**src/common/gtr_regs.vh**
```
// register map, field layout, reset values and action codes of the trigger block
`ifndef GTR_REGS_VH
`define GTR_REGS_VH

// byte offsets on the register bus
`define GTR_OFF_CTRL 8'h00
`define GTR_OFF_GPI_CFG 8'h04
`define GTR_OFF_CMD 8'h08
`define GTR_OFF_STATUS 8'h0c
`define GTR_OFF_MASK 8'h10
`define GTR_OFF_STATE 8'h14

// control register fields
`define GTR_CTRL_RUN_LSB 0
`define GTR_CTRL_RUN_MSB 1
`define GTR_CTRL_SER_LSB 4
`define GTR_CTRL_SER_MSB 6

// per-input configuration byte, input n at bits 8n+7..8n
`define GTR_CFG_LANE 8
`define GTR_CFG_ACT_LSB 0
`define GTR_CFG_ACT_MSB 3
`define GTR_CFG_EDGE_BIT 4
`define GTR_CFG_POL_BIT 5

// command register bits, each a one-shot on write
`define GTR_CMD_RUN_SAVE 0
`define GTR_CMD_RUN_USER 1
`define GTR_CMD_RUN_FACT 2
`define GTR_CMD_EXT_SAVE 3
`define GTR_CMD_EXT_USER 4
`define GTR_CMD_EXT_FACT 5
`define GTR_CMD_RUN_REQ 6

// status and mask layout
`define GTR_ST_GPI_LSB 0
`define GTR_ST_GPI_MSB 3
`define GTR_ST_RUN_BIT 4
`define GTR_ST_WIDTH 5

// run start settings
`define GTR_RUN_ANY 2'h0
`define GTR_RUN_ODD 2'h1
`define GTR_RUN_EVEN 2'h2

// factory defaults
`define GTR_FACT_RUN 2'h0
`define GTR_FACT_SER 3'h7
`define GTR_FACT_GPI 32'h00000000
`define GTR_RST_MASK 5'h0

// assigned actions
`define GTR_ACT_OFF 4'h0
`define GTR_ACT_REWIND 4'h1
`define GTR_ACT_RUN 4'h2
`define GTR_ACT_STOP 4'h3
`define GTR_ACT_FREEZE 4'h4
`define GTR_ACT_REVERSE 4'h5
`define GTR_ACT_STEP_NEXT_KEYFRAME 4'h6
`define GTR_ACT_STEP_PREVIOUS_KEYFRAME 4'h7
`define GTR_ACT_REWIND_JITTER 4'h8
`define GTR_ACT_STEP_JITTER 4'h9
`define GTR_ACT_FADE 4'ha
`define GTR_ACT_ADV_FRAME 4'hb
`define GTR_ACT_REV_FRAME 4'hc
`define GTR_ACT_ADV_FIELD 4'hd
`define GTR_ACT_REV_FIELD 4'he

// axi responses
`define GTR_RESP_OKAY 2'h0
`define GTR_RESP_SLVERR 2'h2

`endif

```
**src/verilog/gtr_gpi_chan.v**
```verilog
// one trigger input: synchroniser, once-per-field sampling and activation detect
module gtr_gpi_chan (
  input wire clk, // system clock
  input wire rst_n, // synchronous reset, active low
  input wire ce, // clock enable
  input wire gpi_pin, // trigger input line
  input wire field_tick, // one-cycle pulse at each field start
  input wire mode_edge, // 1 edge-sensitive, 0 level-sensitive
  input wire pol_high, // level mode: 1 active high, 0 active low
  input wire enabled, // input has an action assigned
  input wire [3:0] act_code, // assigned action
  output reg fire, // one-cycle activation pulse
  output reg [3:0] fire_code, // action issued with fire
  output wire sampled // last field sample of the line
);

  reg sync1_reg;
  reg sync2_reg;
  reg raw0_reg;
  reg lvl0_reg;
  reg lvl1_reg;
  wire lvl_now;
  wire edge_hit;
  wire level_hit;

  // polarity is applied only on the level path
  assign lvl_now = pol_high ? sync2_reg : ~sync2_reg; // (RULE6)
  assign edge_hit = sync2_reg & ~raw0_reg; // (RULE5)
  // second consecutive active field, once per stretch
  assign level_hit = lvl_now & lvl0_reg & ~lvl1_reg; // (RULE3)
  assign sampled = raw0_reg;

  // history resets as if active so nothing fires straight out of reset
  always @(posedge clk) begin
    if (!rst_n) begin
      sync1_reg <= 1'b0;
      sync2_reg <= 1'b0;
      raw0_reg <= 1'b1;
      lvl0_reg <= 1'b1;
      lvl1_reg <= 1'b1;
      fire <= 1'b0;
      fire_code <= 4'h0;
    end else if (ce) begin
      sync1_reg <= gpi_pin; // (RULE14)
      sync2_reg <= sync1_reg;
      fire <= 1'b0;
      if (field_tick) begin
        raw0_reg <= sync2_reg;
        lvl0_reg <= lvl_now;
        lvl1_reg <= lvl0_reg;
        if (enabled && (mode_edge ? edge_hit : level_hit)) begin // (RULE2) (RULE8)
          fire <= 1'b1; // (RULE14)
          fire_code <= act_code; // (RULE7)
        end
      end
    end
  end

endmodule

```
**src/verilog/gtr_run_start.v**
```verilog
// effect run scheduler: starts a requested run on the chosen field parity
module gtr_run_start (
  input wire clk, // system clock
  input wire rst_n, // synchronous reset, active low
  input wire ce, // clock enable
  input wire field_tick, // one-cycle pulse at each field start
  input wire field_odd, // parity of the field that starts at field_tick
  input wire [1:0] run_mode, // any, odd or even
  input wire req, // run request pulse
  output reg start, // one-cycle run start pulse
  output wire pending // a request waits for its field
);

`include "gtr_regs.vh"

  localparam ST_IDLE = 2'b01;
  localparam ST_WAIT = 2'b10;

  reg [1:0] state_reg;
  reg [1:0] state_next;
  reg go;

  assign pending = state_reg[1];

  always @* begin
    case (run_mode)
      `GTR_RUN_ODD: go = field_tick & field_odd; // (RULE11)
      `GTR_RUN_EVEN: go = field_tick & ~field_odd; // (RULE11)
      default: go = field_tick; // (RULE10)
    endcase
  end

  // a request in the tick cycle waits for the following field
  always @* begin
    state_next = state_reg;
    case (state_reg)
      ST_IDLE: begin
        if (req) begin
          state_next = ST_WAIT;
        end
      end
      ST_WAIT: begin
        if (go) begin
          state_next = ST_IDLE;
        end
      end
      default: state_next = ST_IDLE;
    endcase
  end

  always @(posedge clk) begin
    if (!rst_n) begin
      state_reg <= ST_IDLE;
      start <= 1'b0;
    end else if (ce) begin
      state_reg <= state_next;
      start <= (state_reg == ST_WAIT) && go;
    end
  end

endmodule

```
**src/verilog/gtr_top.v**
```verilog
// trigger inputs, serial-port enables and run start timing behind an axi4-lite slave
//
// Contract
// (RULE1) four trigger inputs, each configured separately
// (RULE2) per input choose level or edge detection
// (RULE3) level mode fires at configured active state
// (RULE4) equipment holds level two fields at least
// (RULE5) edge mode fires on rising edge only
// (RULE6) polarity applies in level mode only
// (RULE7) each activation issues its assigned action
// (RULE8) off action disables the input
// (RULE9) three serial port enables gate control
// (RULE10) any-field runs start next field
// (RULE11) odd/even runs wait for matching field
// (RULE12) save and recall run start defaults
// (RULE13) save and recall external control defaults
// (RULE14) sync, sample per field, one pulse
// (RULE15) reset loads factory defaults, inputs off
module gtr_top (
  input wire CORE_CLK, // system clock, 200 MHz
  input wire RST_N, // synchronous reset, active low
  input wire CE, // clock enable, freezes all state when low
  input wire [3:0] GPI_IN, // trigger input lines
  input wire FIELD_TICK, // one-cycle pulse at each field start
  input wire FIELD_ODD, // parity of the field that starts at FIELD_TICK
  input wire RUN_REQ, // run request pulse from the effect engine
  input wire [2:0] SER_REQ, // control requests from editor, switcher, aux
  output wire [3:0] ACT_VALID, // one-cycle action pulse per input
  output wire [15:0] ACT_CODE, // action code per input, 4 bits each
  output wire RUN_START, // one-cycle effect run start
  output wire RUN_PENDING, // run waits for its field
  output wire [2:0] SER_EN, // serial port enables
  output reg [2:0] SER_ACCEPT, // serial requests let through
  output wire IRQ, // level interrupt
  input wire [7:0] S_AXI_AWADDR, // write address
  input wire S_AXI_AWVALID, // write address valid
  output wire S_AXI_AWREADY, // write address ready
  input wire [31:0] S_AXI_WDATA, // write data
  input wire [3:0] S_AXI_WSTRB, // write byte strobes
  input wire S_AXI_WVALID, // write data valid
  output wire S_AXI_WREADY, // write data ready
  output reg [1:0] S_AXI_BRESP, // write response
  output reg S_AXI_BVALID, // write response valid
  input wire S_AXI_BREADY, // write response ready
  input wire [7:0] S_AXI_ARADDR, // read address
  input wire S_AXI_ARVALID, // read address valid
  output wire S_AXI_ARREADY, // read address ready
  output reg [31:0] S_AXI_RDATA, // read data
  output reg [1:0] S_AXI_RRESP, // read response
  output reg S_AXI_RVALID, // read data valid
  input wire S_AXI_RREADY // read data ready
);

`include "gtr_regs.vh"

  ////////////////////////////////////////////////////////////////////////////
  // helpers

  function [31:0] gtr_merge;
    input [31:0] old_val;
    input [31:0] new_val;
    input [3:0] strb;
    integer i;
    begin
      gtr_merge = old_val;
      for (i = 0; i < 4; i = i + 1) begin
        if (strb[i]) begin
          gtr_merge[i*8 +: 8] = new_val[i*8 +: 8];
        end
      end
    end
  endfunction

  // codes above the last action count as off
  function gtr_act_on;
    input [3:0] code;
    begin
      gtr_act_on = (code != `GTR_ACT_OFF) && (code <= `GTR_ACT_REV_FIELD);
    end
  endfunction

  ////////////////////////////////////////////////////////////////////////////
  // state

  reg [1:0] run_mode_reg;
  reg [1:0] run_mode_next;
  reg [1:0] user_run_reg;
  reg [1:0] user_run_next;
  reg [2:0] ser_en_reg;
  reg [2:0] ser_en_next;
  reg [2:0] user_ser_reg;
  reg [2:0] user_ser_next;
  reg [31:0] gpi_cfg_reg;
  reg [31:0] gpi_cfg_next;
  reg [31:0] user_gpi_reg;
  reg [31:0] user_gpi_next;
  reg [4:0] status_reg;
  reg [4:0] status_next;
  reg [4:0] mask_reg;
  reg [4:0] mask_next;
  reg sw_run_req;

  reg aw_have_reg;
  reg [7:0] aw_addr_reg;
  reg w_have_reg;
  reg [31:0] w_data_reg;
  reg [3:0] w_strb_reg;

  wire [3:0] fire;
  wire [3:0] sampled;
  wire run_start_w;
  wire run_pending_w;
  wire gpi_run;
  wire do_write;
  wire [31:0] wmask;
  wire [31:0] cmd_bits;
  wire [31:0] mask_merge;

  ////////////////////////////////////////////////////////////////////////////
  // trigger channels

  genvar g;
  generate
    for (g = 0; g < 4; g = g + 1) begin : chan
      wire [7:0] cfg;
      assign cfg = gpi_cfg_reg[g*`GTR_CFG_LANE +: `GTR_CFG_LANE];
      gtr_gpi_chan u_chan ( // (RULE1)
        .clk(CORE_CLK),
        .rst_n(RST_N),
        .ce(CE),
        .gpi_pin(GPI_IN[g]),
        .field_tick(FIELD_TICK),
        .mode_edge(cfg[`GTR_CFG_EDGE_BIT]),
        .pol_high(cfg[`GTR_CFG_POL_BIT]),
        .enabled(gtr_act_on(cfg[`GTR_CFG_ACT_MSB:`GTR_CFG_ACT_LSB])), // (RULE8)
        .act_code(cfg[`GTR_CFG_ACT_MSB:`GTR_CFG_ACT_LSB]),
        .fire(fire[g]),
        .fire_code(ACT_CODE[g*4 +: 4]),
        .sampled(sampled[g])
      );
    end
  endgenerate

  assign ACT_VALID = fire;

  // an input assigned to run also asks the scheduler for a run
  assign gpi_run = (fire[0] && (ACT_CODE[3:0] == `GTR_ACT_RUN)) ||
                   (fire[1] && (ACT_CODE[7:4] == `GTR_ACT_RUN)) ||
                   (fire[2] && (ACT_CODE[11:8] == `GTR_ACT_RUN)) ||
                   (fire[3] && (ACT_CODE[15:12] == `GTR_ACT_RUN)); // (RULE7)

  ////////////////////////////////////////////////////////////////////////////
  // run start scheduler

  gtr_run_start u_run (
    .clk(CORE_CLK),
    .rst_n(RST_N),
    .ce(CE),
    .field_tick(FIELD_TICK),
    .field_odd(FIELD_ODD),
    .run_mode(run_mode_reg),
    .req(RUN_REQ | sw_run_req | gpi_run),
    .start(run_start_w),
    .pending(run_pending_w)
  );

  assign RUN_START = run_start_w;
  assign RUN_PENDING = run_pending_w;

  ////////////////////////////////////////////////////////////////////////////
  // serial port gating

  assign SER_EN = ser_en_reg;

  always @(posedge CORE_CLK) begin
    if (!RST_N) begin
      SER_ACCEPT <= 3'h0;
    end else if (CE) begin
      SER_ACCEPT <= SER_REQ & ser_en_reg; // (RULE9)
    end
  end

  ////////////////////////////////////////////////////////////////////////////
  // axi4-lite write path

  // address and data are taken in either order, then the write happens once
  assign S_AXI_AWREADY = CE & ~aw_have_reg & ~S_AXI_BVALID;
  assign S_AXI_WREADY = CE & ~w_have_reg & ~S_AXI_BVALID;
  assign do_write = aw_have_reg & w_have_reg & ~S_AXI_BVALID;
  assign wmask = gtr_merge(32'h00000000, 32'hffffffff, w_strb_reg);
  // the mask register is only as wide as the status layout; upper lanes are dropped
  assign mask_merge = gtr_merge({27'h0, mask_reg}, w_data_reg, w_strb_reg);
  assign cmd_bits = (do_write && (aw_addr_reg == `GTR_OFF_CMD)) ? (w_data_reg & wmask) :
                    32'h00000000;

  always @(posedge CORE_CLK) begin
    if (!RST_N) begin
      aw_have_reg <= 1'b0;
      aw_addr_reg <= 8'h00;
      w_have_reg <= 1'b0;
      w_data_reg <= 32'h00000000;
      w_strb_reg <= 4'h0;
      S_AXI_BVALID <= 1'b0;
      S_AXI_BRESP <= `GTR_RESP_OKAY;
    end else if (CE) begin
      if (S_AXI_AWVALID && S_AXI_AWREADY) begin
        aw_have_reg <= 1'b1;
        aw_addr_reg <= {S_AXI_AWADDR[7:2], 2'b00};
      end
      if (S_AXI_WVALID && S_AXI_WREADY) begin
        w_have_reg <= 1'b1;
        w_data_reg <= S_AXI_WDATA;
        w_strb_reg <= S_AXI_WSTRB;
      end
      if (do_write) begin
        aw_have_reg <= 1'b0;
        w_have_reg <= 1'b0;
        S_AXI_BVALID <= 1'b1;
        case (aw_addr_reg)
          `GTR_OFF_CTRL, `GTR_OFF_GPI_CFG, `GTR_OFF_CMD,
          `GTR_OFF_STATUS, `GTR_OFF_MASK: S_AXI_BRESP <= `GTR_RESP_OKAY;
          default: S_AXI_BRESP <= `GTR_RESP_SLVERR;
        endcase
      end else if (S_AXI_BVALID && S_AXI_BREADY) begin
        S_AXI_BVALID <= 1'b0;
      end
    end
  end

  ////////////////////////////////////////////////////////////////////////////
  // configuration, defaults and interrupt registers

  always @* begin
    run_mode_next = run_mode_reg;
    ser_en_next = ser_en_reg;
    gpi_cfg_next = gpi_cfg_reg;
    user_run_next = user_run_reg;
    user_ser_next = user_ser_reg;
    user_gpi_next = user_gpi_reg;
    mask_next = mask_reg;
    if (do_write && (aw_addr_reg == `GTR_OFF_CTRL)) begin
      if (w_strb_reg[0]) begin
        run_mode_next = w_data_reg[`GTR_CTRL_RUN_MSB:`GTR_CTRL_RUN_LSB];
        ser_en_next = w_data_reg[`GTR_CTRL_SER_MSB:`GTR_CTRL_SER_LSB]; // (RULE9)
      end
    end
    if (do_write && (aw_addr_reg == `GTR_OFF_GPI_CFG)) begin
      gpi_cfg_next = gtr_merge(gpi_cfg_reg, w_data_reg, w_strb_reg); // (RULE1)
    end
    if (do_write && (aw_addr_reg == `GTR_OFF_MASK)) begin
      mask_next = mask_merge[`GTR_ST_WIDTH-1:0];
    end
    // save takes the value in force before any recall of the same write
    if (cmd_bits[`GTR_CMD_RUN_SAVE]) begin
      user_run_next = run_mode_reg; // (RULE12)
    end
    if (cmd_bits[`GTR_CMD_RUN_USER]) begin
      run_mode_next = user_run_reg; // (RULE12)
    end
    if (cmd_bits[`GTR_CMD_RUN_FACT]) begin
      run_mode_next = `GTR_FACT_RUN; // (RULE12)
    end
    if (cmd_bits[`GTR_CMD_EXT_SAVE]) begin
      user_ser_next = ser_en_reg; // (RULE13)
      user_gpi_next = gpi_cfg_reg;
    end
    if (cmd_bits[`GTR_CMD_EXT_USER]) begin
      ser_en_next = user_ser_reg; // (RULE13)
      gpi_cfg_next = user_gpi_reg;
    end
    if (cmd_bits[`GTR_CMD_EXT_FACT]) begin
      ser_en_next = `GTR_FACT_SER; // (RULE13)
      gpi_cfg_next = `GTR_FACT_GPI;
    end
  end

  // a new event outranks a one written in the same cycle
  always @* begin
    status_next = status_reg;
    if (do_write && (aw_addr_reg == `GTR_OFF_STATUS) && w_strb_reg[0]) begin
      status_next = status_reg & ~w_data_reg[`GTR_ST_WIDTH-1:0];
    end
    status_next[`GTR_ST_GPI_MSB:`GTR_ST_GPI_LSB] =
      status_next[`GTR_ST_GPI_MSB:`GTR_ST_GPI_LSB] | fire;
    status_next[`GTR_ST_RUN_BIT] = status_next[`GTR_ST_RUN_BIT] | run_start_w;
  end

  always @(posedge CORE_CLK) begin
    if (!RST_N) begin
      run_mode_reg <= `GTR_FACT_RUN; // (RULE15)
      ser_en_reg <= `GTR_FACT_SER; // (RULE15)
      gpi_cfg_reg <= `GTR_FACT_GPI; // (RULE15)
      user_run_reg <= `GTR_FACT_RUN;
      user_ser_reg <= `GTR_FACT_SER;
      user_gpi_reg <= `GTR_FACT_GPI;
      status_reg <= 5'h0;
      mask_reg <= `GTR_RST_MASK;
      sw_run_req <= 1'b0;
    end else if (CE) begin
      run_mode_reg <= run_mode_next;
      ser_en_reg <= ser_en_next;
      gpi_cfg_reg <= gpi_cfg_next;
      user_run_reg <= user_run_next;
      user_ser_reg <= user_ser_next;
      user_gpi_reg <= user_gpi_next;
      status_reg <= status_next;
      mask_reg <= mask_next;
      sw_run_req <= cmd_bits[`GTR_CMD_RUN_REQ];
    end
  end

  assign IRQ = |(status_reg & mask_reg);

  ////////////////////////////////////////////////////////////////////////////
  // axi4-lite read path

  assign S_AXI_ARREADY = CE & ~S_AXI_RVALID;

  always @(posedge CORE_CLK) begin
    if (!RST_N) begin
      S_AXI_RVALID <= 1'b0;
      S_AXI_RDATA <= 32'h00000000;
      S_AXI_RRESP <= `GTR_RESP_OKAY;
    end else if (CE) begin
      if (S_AXI_ARVALID && S_AXI_ARREADY) begin
        S_AXI_RVALID <= 1'b1;
        S_AXI_RRESP <= `GTR_RESP_OKAY;
        case ({S_AXI_ARADDR[7:2], 2'b00})
          `GTR_OFF_CTRL: S_AXI_RDATA <= {25'h0, ser_en_reg, 2'b00, run_mode_reg};
          `GTR_OFF_GPI_CFG: S_AXI_RDATA <= gpi_cfg_reg;
          `GTR_OFF_CMD: S_AXI_RDATA <= 32'h00000000;
          `GTR_OFF_STATUS: S_AXI_RDATA <= {27'h0, status_reg};
          `GTR_OFF_MASK: S_AXI_RDATA <= {27'h0, mask_reg};
          `GTR_OFF_STATE: S_AXI_RDATA <= {26'h0, sampled, FIELD_ODD, run_pending_w};
          default: begin
            S_AXI_RDATA <= 32'h00000000;
            S_AXI_RRESP <= `GTR_RESP_SLVERR;
          end
        endcase
      end else if (S_AXI_RVALID && S_AXI_RREADY) begin
        S_AXI_RVALID <= 1'b0;
      end
    end
  end

endmodule

```
**config.mk**
```make
export PLATFORM = sky130hd
export DESIGN_NAME = gtr_top
export DESIGN_NICKNAME = d
export VERILOG_FILES = /design/src/verilog/gtr_gpi_chan.v /design/src/verilog/gtr_run_start.v /design/src/verilog/gtr_top.v
export VERILOG_INCLUDE_DIRS = /design/src /design/src/common
export SDC_FILE = /design/constraint.sdc
export NUM_CORES = 1
export LEC_CHECK = 0
export BUFFER_PORTS_ARGS = -buffer_cell sky130_fd_sc_hd__buf_2
export CAP_MARGIN = 20
export CORE_MARGIN = 1.5
export CORE_UTILIZATION = 50
export DETAILED_ROUTE_END_ITERATION = 10
export PLACE_DENSITY = 0.83
export RECOVER_POWER = 100
export SETUP_SLACK_MARGIN = 0.1
export SLEW_MARGIN = 20
export SYNTH_ARGS = -nofsm -noshare
export SYNTH_HDL_FRONTEND = slang
export SYNTH_HIERARCHICAL = 1
export SYNTH_SLANG_ARGS = --single-unit
```
**constraint.sdc**
```tcl
create_clock -name CORE_CLK -period 5.5 [get_ports CORE_CLK]
set_clock_uncertainty 0.1 [all_clocks]
set_input_delay 0.55 -clock CORE_CLK [delete_from_list [all_inputs] [get_ports CORE_CLK]]
set_output_delay 0.55 -clock CORE_CLK [all_outputs]
set_load 0.05 [all_outputs]
```
==> qor.txt <==
die area: 18,300 um2
detailed-placement wirelength estimate: 14,500 um
post-route core utilization: 58.3%
Yosys warnings: 6
violations in the final reports: capacitance limit, slew limit
share of the synthesized area in the top cell type: 48.3%
most used standard cells in the synthesized netlist: sky130_fd_sc_hd__dfxtp_1 (211), sky130_fd_sc_hd__nand2_1 (144), sky130_fd_sc_hd__mux2i_1 (105)
post-synth cell types: 62
post-synthesis cell area: 8750 um2
Hold Path End: w_data_reg[28]
number of enable-type register cells in the synthesized netlist: 0
core box area: 17,200 um2
Clock Path Buffers: 3
critical path depth: 6
total global routing overflow: 0
synthesis-to-finish area growth: 14.3%
cell taking the most area after synthesis: sky130_fd_sc_hd__dfxtp_1
critical path endpoint category: flip-flop
cell repeated most along the worst path: sky130_fd_sc_hd__clkbuf_1
Filler Cells Inserted: 1,540
outcome: finished with violations
initial cell density of the core: 51.0%
routed wire length per instance: 17.2 um
first drt pass iteration count: 5
critical register-to-register path startpoint: S_AXI_RVALID
Cell Chain, Critical Path: clkbuf_1 > nor3b_1 > and2_0 > clkbuf_1 > nand2_1 > a21oi_1
required time reported for the critical path endpoint: 5830 ps
clock transition at the registers of the reported paths: 60 ps
cell area power density: 320 nW/um2
total routing usage reported by global routing: 23.7%
most frequent cell after synthesis: sky130_fd_sc_hd__dfxtp_1
max_slew headroom: -113%
Horiz. Die Dim: 135 um
main flop type after synthesis: sky130_fd_sc_hd__dfxtp_1
number of cells on the worst hold path: 3
global placement routability congestion: 0.828
vias: 7,322
clock tree from TritonCTS: yes
Vias per Instance: 5.71
Worst R2R Setup Slack: 2420 ps
peak clock frequency supported by timing: 277 MHz
number of buffers inserted by hold repair at cts: 0
minimum period implied by the final worst setup slack: 3610 ps
overall routed net length: 22,000 um
boundary pin count: 140
vias in the first global route: 6,803
final-report setup violation count: 0
quantity of gates resized following cts: 0
worst-path fanout max: 36
final-layout setup total negative slack: 0 ps
Min-Delay Path Class: input pin to flip-flop
number of sinks driven by the clock tree: 211
critical path's slowest cell: sky130_fd_sc_hd__clkbuf_1
top cell family by delay on the critical path: buffers and inverters
startpoint type of the worst setup path: input pin
register area share after synthesis: 48.3%
biggest cell delay along the critical path: 1350 ps
die height: 135 um
Slew Viols, Final: 152
number of maximum-capacitance violations: 3
buffers inserted during post-CTS setup optimization: 0
final antenna diode count: 0
cell count after synthesis: 930
residual DRC count: 0
number of register bits inferred by synthesis: 211
input/output buffers: 133
detailed router's first-iteration violation count: 553
initial antenna violation count: 0
buffer type at the clock tree root: sky130_fd_sc_hd__clkbuf_16
async set or reset register ratio after synthesis: 0%
clock latency on the worst-skew pair: 500 ps
number of cell rows: 48
clock buffers created by TritonCTS: 23
residual antenna-violating net count after detailed routing: 0
ratio of cells with drive above 1 in the final layout: 11.2%
pin count of the biggest net entering global routing: 76
Hold Crit Start: S_AXI_WDATA[28]
peak supply drop: 0.209 mV
syn_area_per_cell: 9.41 um2
H-tree Lvls: 1
share of the clock period used by the worst path after layout: 65.7%
Reg-to-Reg End: S_AXI_RDATA[8]
class of the most critical setup path: input pin to flip-flop
number of buffers and inverters on the critical path: 2
transition time at the pin with the least slew margin: 3190 ps
unrepaired setup endpoints after global routing: false
final hold vios: 0
main area contributors after synthesis: sky130_fd_sc_hd__dfxtp_1 (48%), sky130_fd_sc_hd__mux2i_1 (12%), sky130_fd_sc_hd__nand2_1 (6.2%), sky130_fd_sc_hd__nor2_1 (3.9%), sky130_fd_sc_hd__a21oi_1 (3.5%)
cells on worst reg2reg path: 6
global-route wire length before repair: 34,800 um
cell leakage power: 0.00369 uW
Post-layout nets: 1,113
crit path DAT: 3940 ps
## area by class of cell
| type | count | area (um2) | area share (%) |
|---|---|---|---|
| Clock buffer | 35 | 671 | 6.70 |
| Clock inverter | 5 | 28.8 | 0.288 |
| Inverter | 15 | 58.8 | 0.588 |
| Multi-Input combinational cell | 648 | 4100 | 41.0 |
| Sequential cell | 211 | 4220 | 42.2 |
| Tap cell | 225 | 282 | 2.81 |
| Timing Repair Buffer | 143 | 638 | 6.38 |
## per-stage QoR
stage / setup slack [ps] / total power [uW] / instance area (um2) / hold WS (ps) / cells
finish: 1890 / 3200 / 10000 / 189 / 1282
global route: 1560 / 3310 / 10000 / 176 / 1282
CTS: 3100 / 3220 / 10200 / 175 / 1282
detailed placement: 2600 / 1810 / 9490 / 349 / 1242
global placement: 2660 / 1810 / 9490 / 342 / 1242
floorplan: 2630 / 1740 / 8760 / 336 / 931
## cells by family (layout without fill, tap and decap cells)
group	after synthesis	after routing	synth area share, %
AO/OA/AOI/OAI	185	185	14.9
XOR/XNOR	5	5	0.500
adder cells (fa/ha/maj)	1	1	0.143
buffers and inverters	72	198	4.02
flip-flops	211	211	48.3
multiplexers	109	109	12.8
other	1	2	0.0428
AND/OR/NAND/NOR	346	346	19.3
## routing by layer
metal / routed length (um) / up-vias / part of all wire [%] / global-route usage [%]
met4: 618 / 0 / 2.8 / 8.60
li1: - / 3518 / - / -
met3: 1290 / 40 / 5.8 / 3.18
met1: 9820 / 3520 / 45 / 31.4
met5: 0 / - / 0 / 0
met2: 10300 / 244 / 47 / 39.5
## how the worst max path moves through the flow
stage                 startpoint               to  slack, ps
floorplan           S_AXI_BVALID   w_data_reg[21]       2630
finish                        CE   w_data_reg[23]       1890
detailed placement            CE      mask_reg[0]       2600
CTS                           CE     S_AXI_WREADY       3100
global route               RST_N  run_mode_reg[0]       1560
global placement              CE      mask_reg[3]       2660
## tightest hold or removal path: stages
cell,delay [ps]
sky130_fd_sc_hd__buf_2,90
sky130_fd_sc_hd__nand2_1,40
sky130_fd_sc_hd__a21oi_1,50
## power breakdown
part	switching, uW	leakage, uW	internal (uW)
logic	133	0.00163	62.3
clock network	584	0.000348	837
registers	26.0	0.00171	1560
## cells in the final DEF, fill, tap and decap left out, types with 3 or more instances in the layout
master,netlist,layout
sky130_fd_sc_hd__dfxtp_1,211,211
sky130_fd_sc_hd__nand2_1,144,144
sky130_fd_sc_hd__mux2i_1,105,105
sky130_fd_sc_hd__nor2_1,90,90
sky130_fd_sc_hd__clkbuf_1,24,81
sky130_fd_sc_hd__buf_2,14,63
sky130_fd_sc_hd__a21oi_1,62,62
sky130_fd_sc_hd__o2bb2ai_1,35,35
sky130_fd_sc_hd__a22oi_1,29,29
sky130_fd_sc_hd__nand3_1,28,28
sky130_fd_sc_hd__o21ai_0,18,23
sky130_fd_sc_hd__clkbuf_16,0,23
sky130_fd_sc_hd__nor2b_1,19,19
sky130_fd_sc_hd__inv_1,15,14
sky130_fd_sc_hd__nand2b_1,11,11
sky130_fd_sc_hd__nor3_1,8,9
sky130_fd_sc_hd__nand3b_1,7,7
sky130_fd_sc_hd__nor4_1,5,7
sky130_fd_sc_hd__a31oi_1,7,7
sky130_fd_sc_hd__buf_4,9,6
sky130_fd_sc_hd__clkbuf_8,0,5
sky130_fd_sc_hd__nor4b_1,3,4
sky130_fd_sc_hd__and4_1,4,4
sky130_fd_sc_hd__nand4_1,4,4
sky130_fd_sc_hd__nand3_4,4,4
sky130_fd_sc_hd__xnor2_1,4,4
sky130_fd_sc_hd__a211oi_4,4,4
sky130_fd_sc_hd__o21a_1,4,4
sky130_fd_sc_hd__clkinv_2,0,4
sky130_fd_sc_hd__nand4b_1,2,3
sky130_fd_sc_hd__or3_1,3,3
sky130_fd_sc_hd__a32o_1,3,3
(Power assumes the default switching activity.)
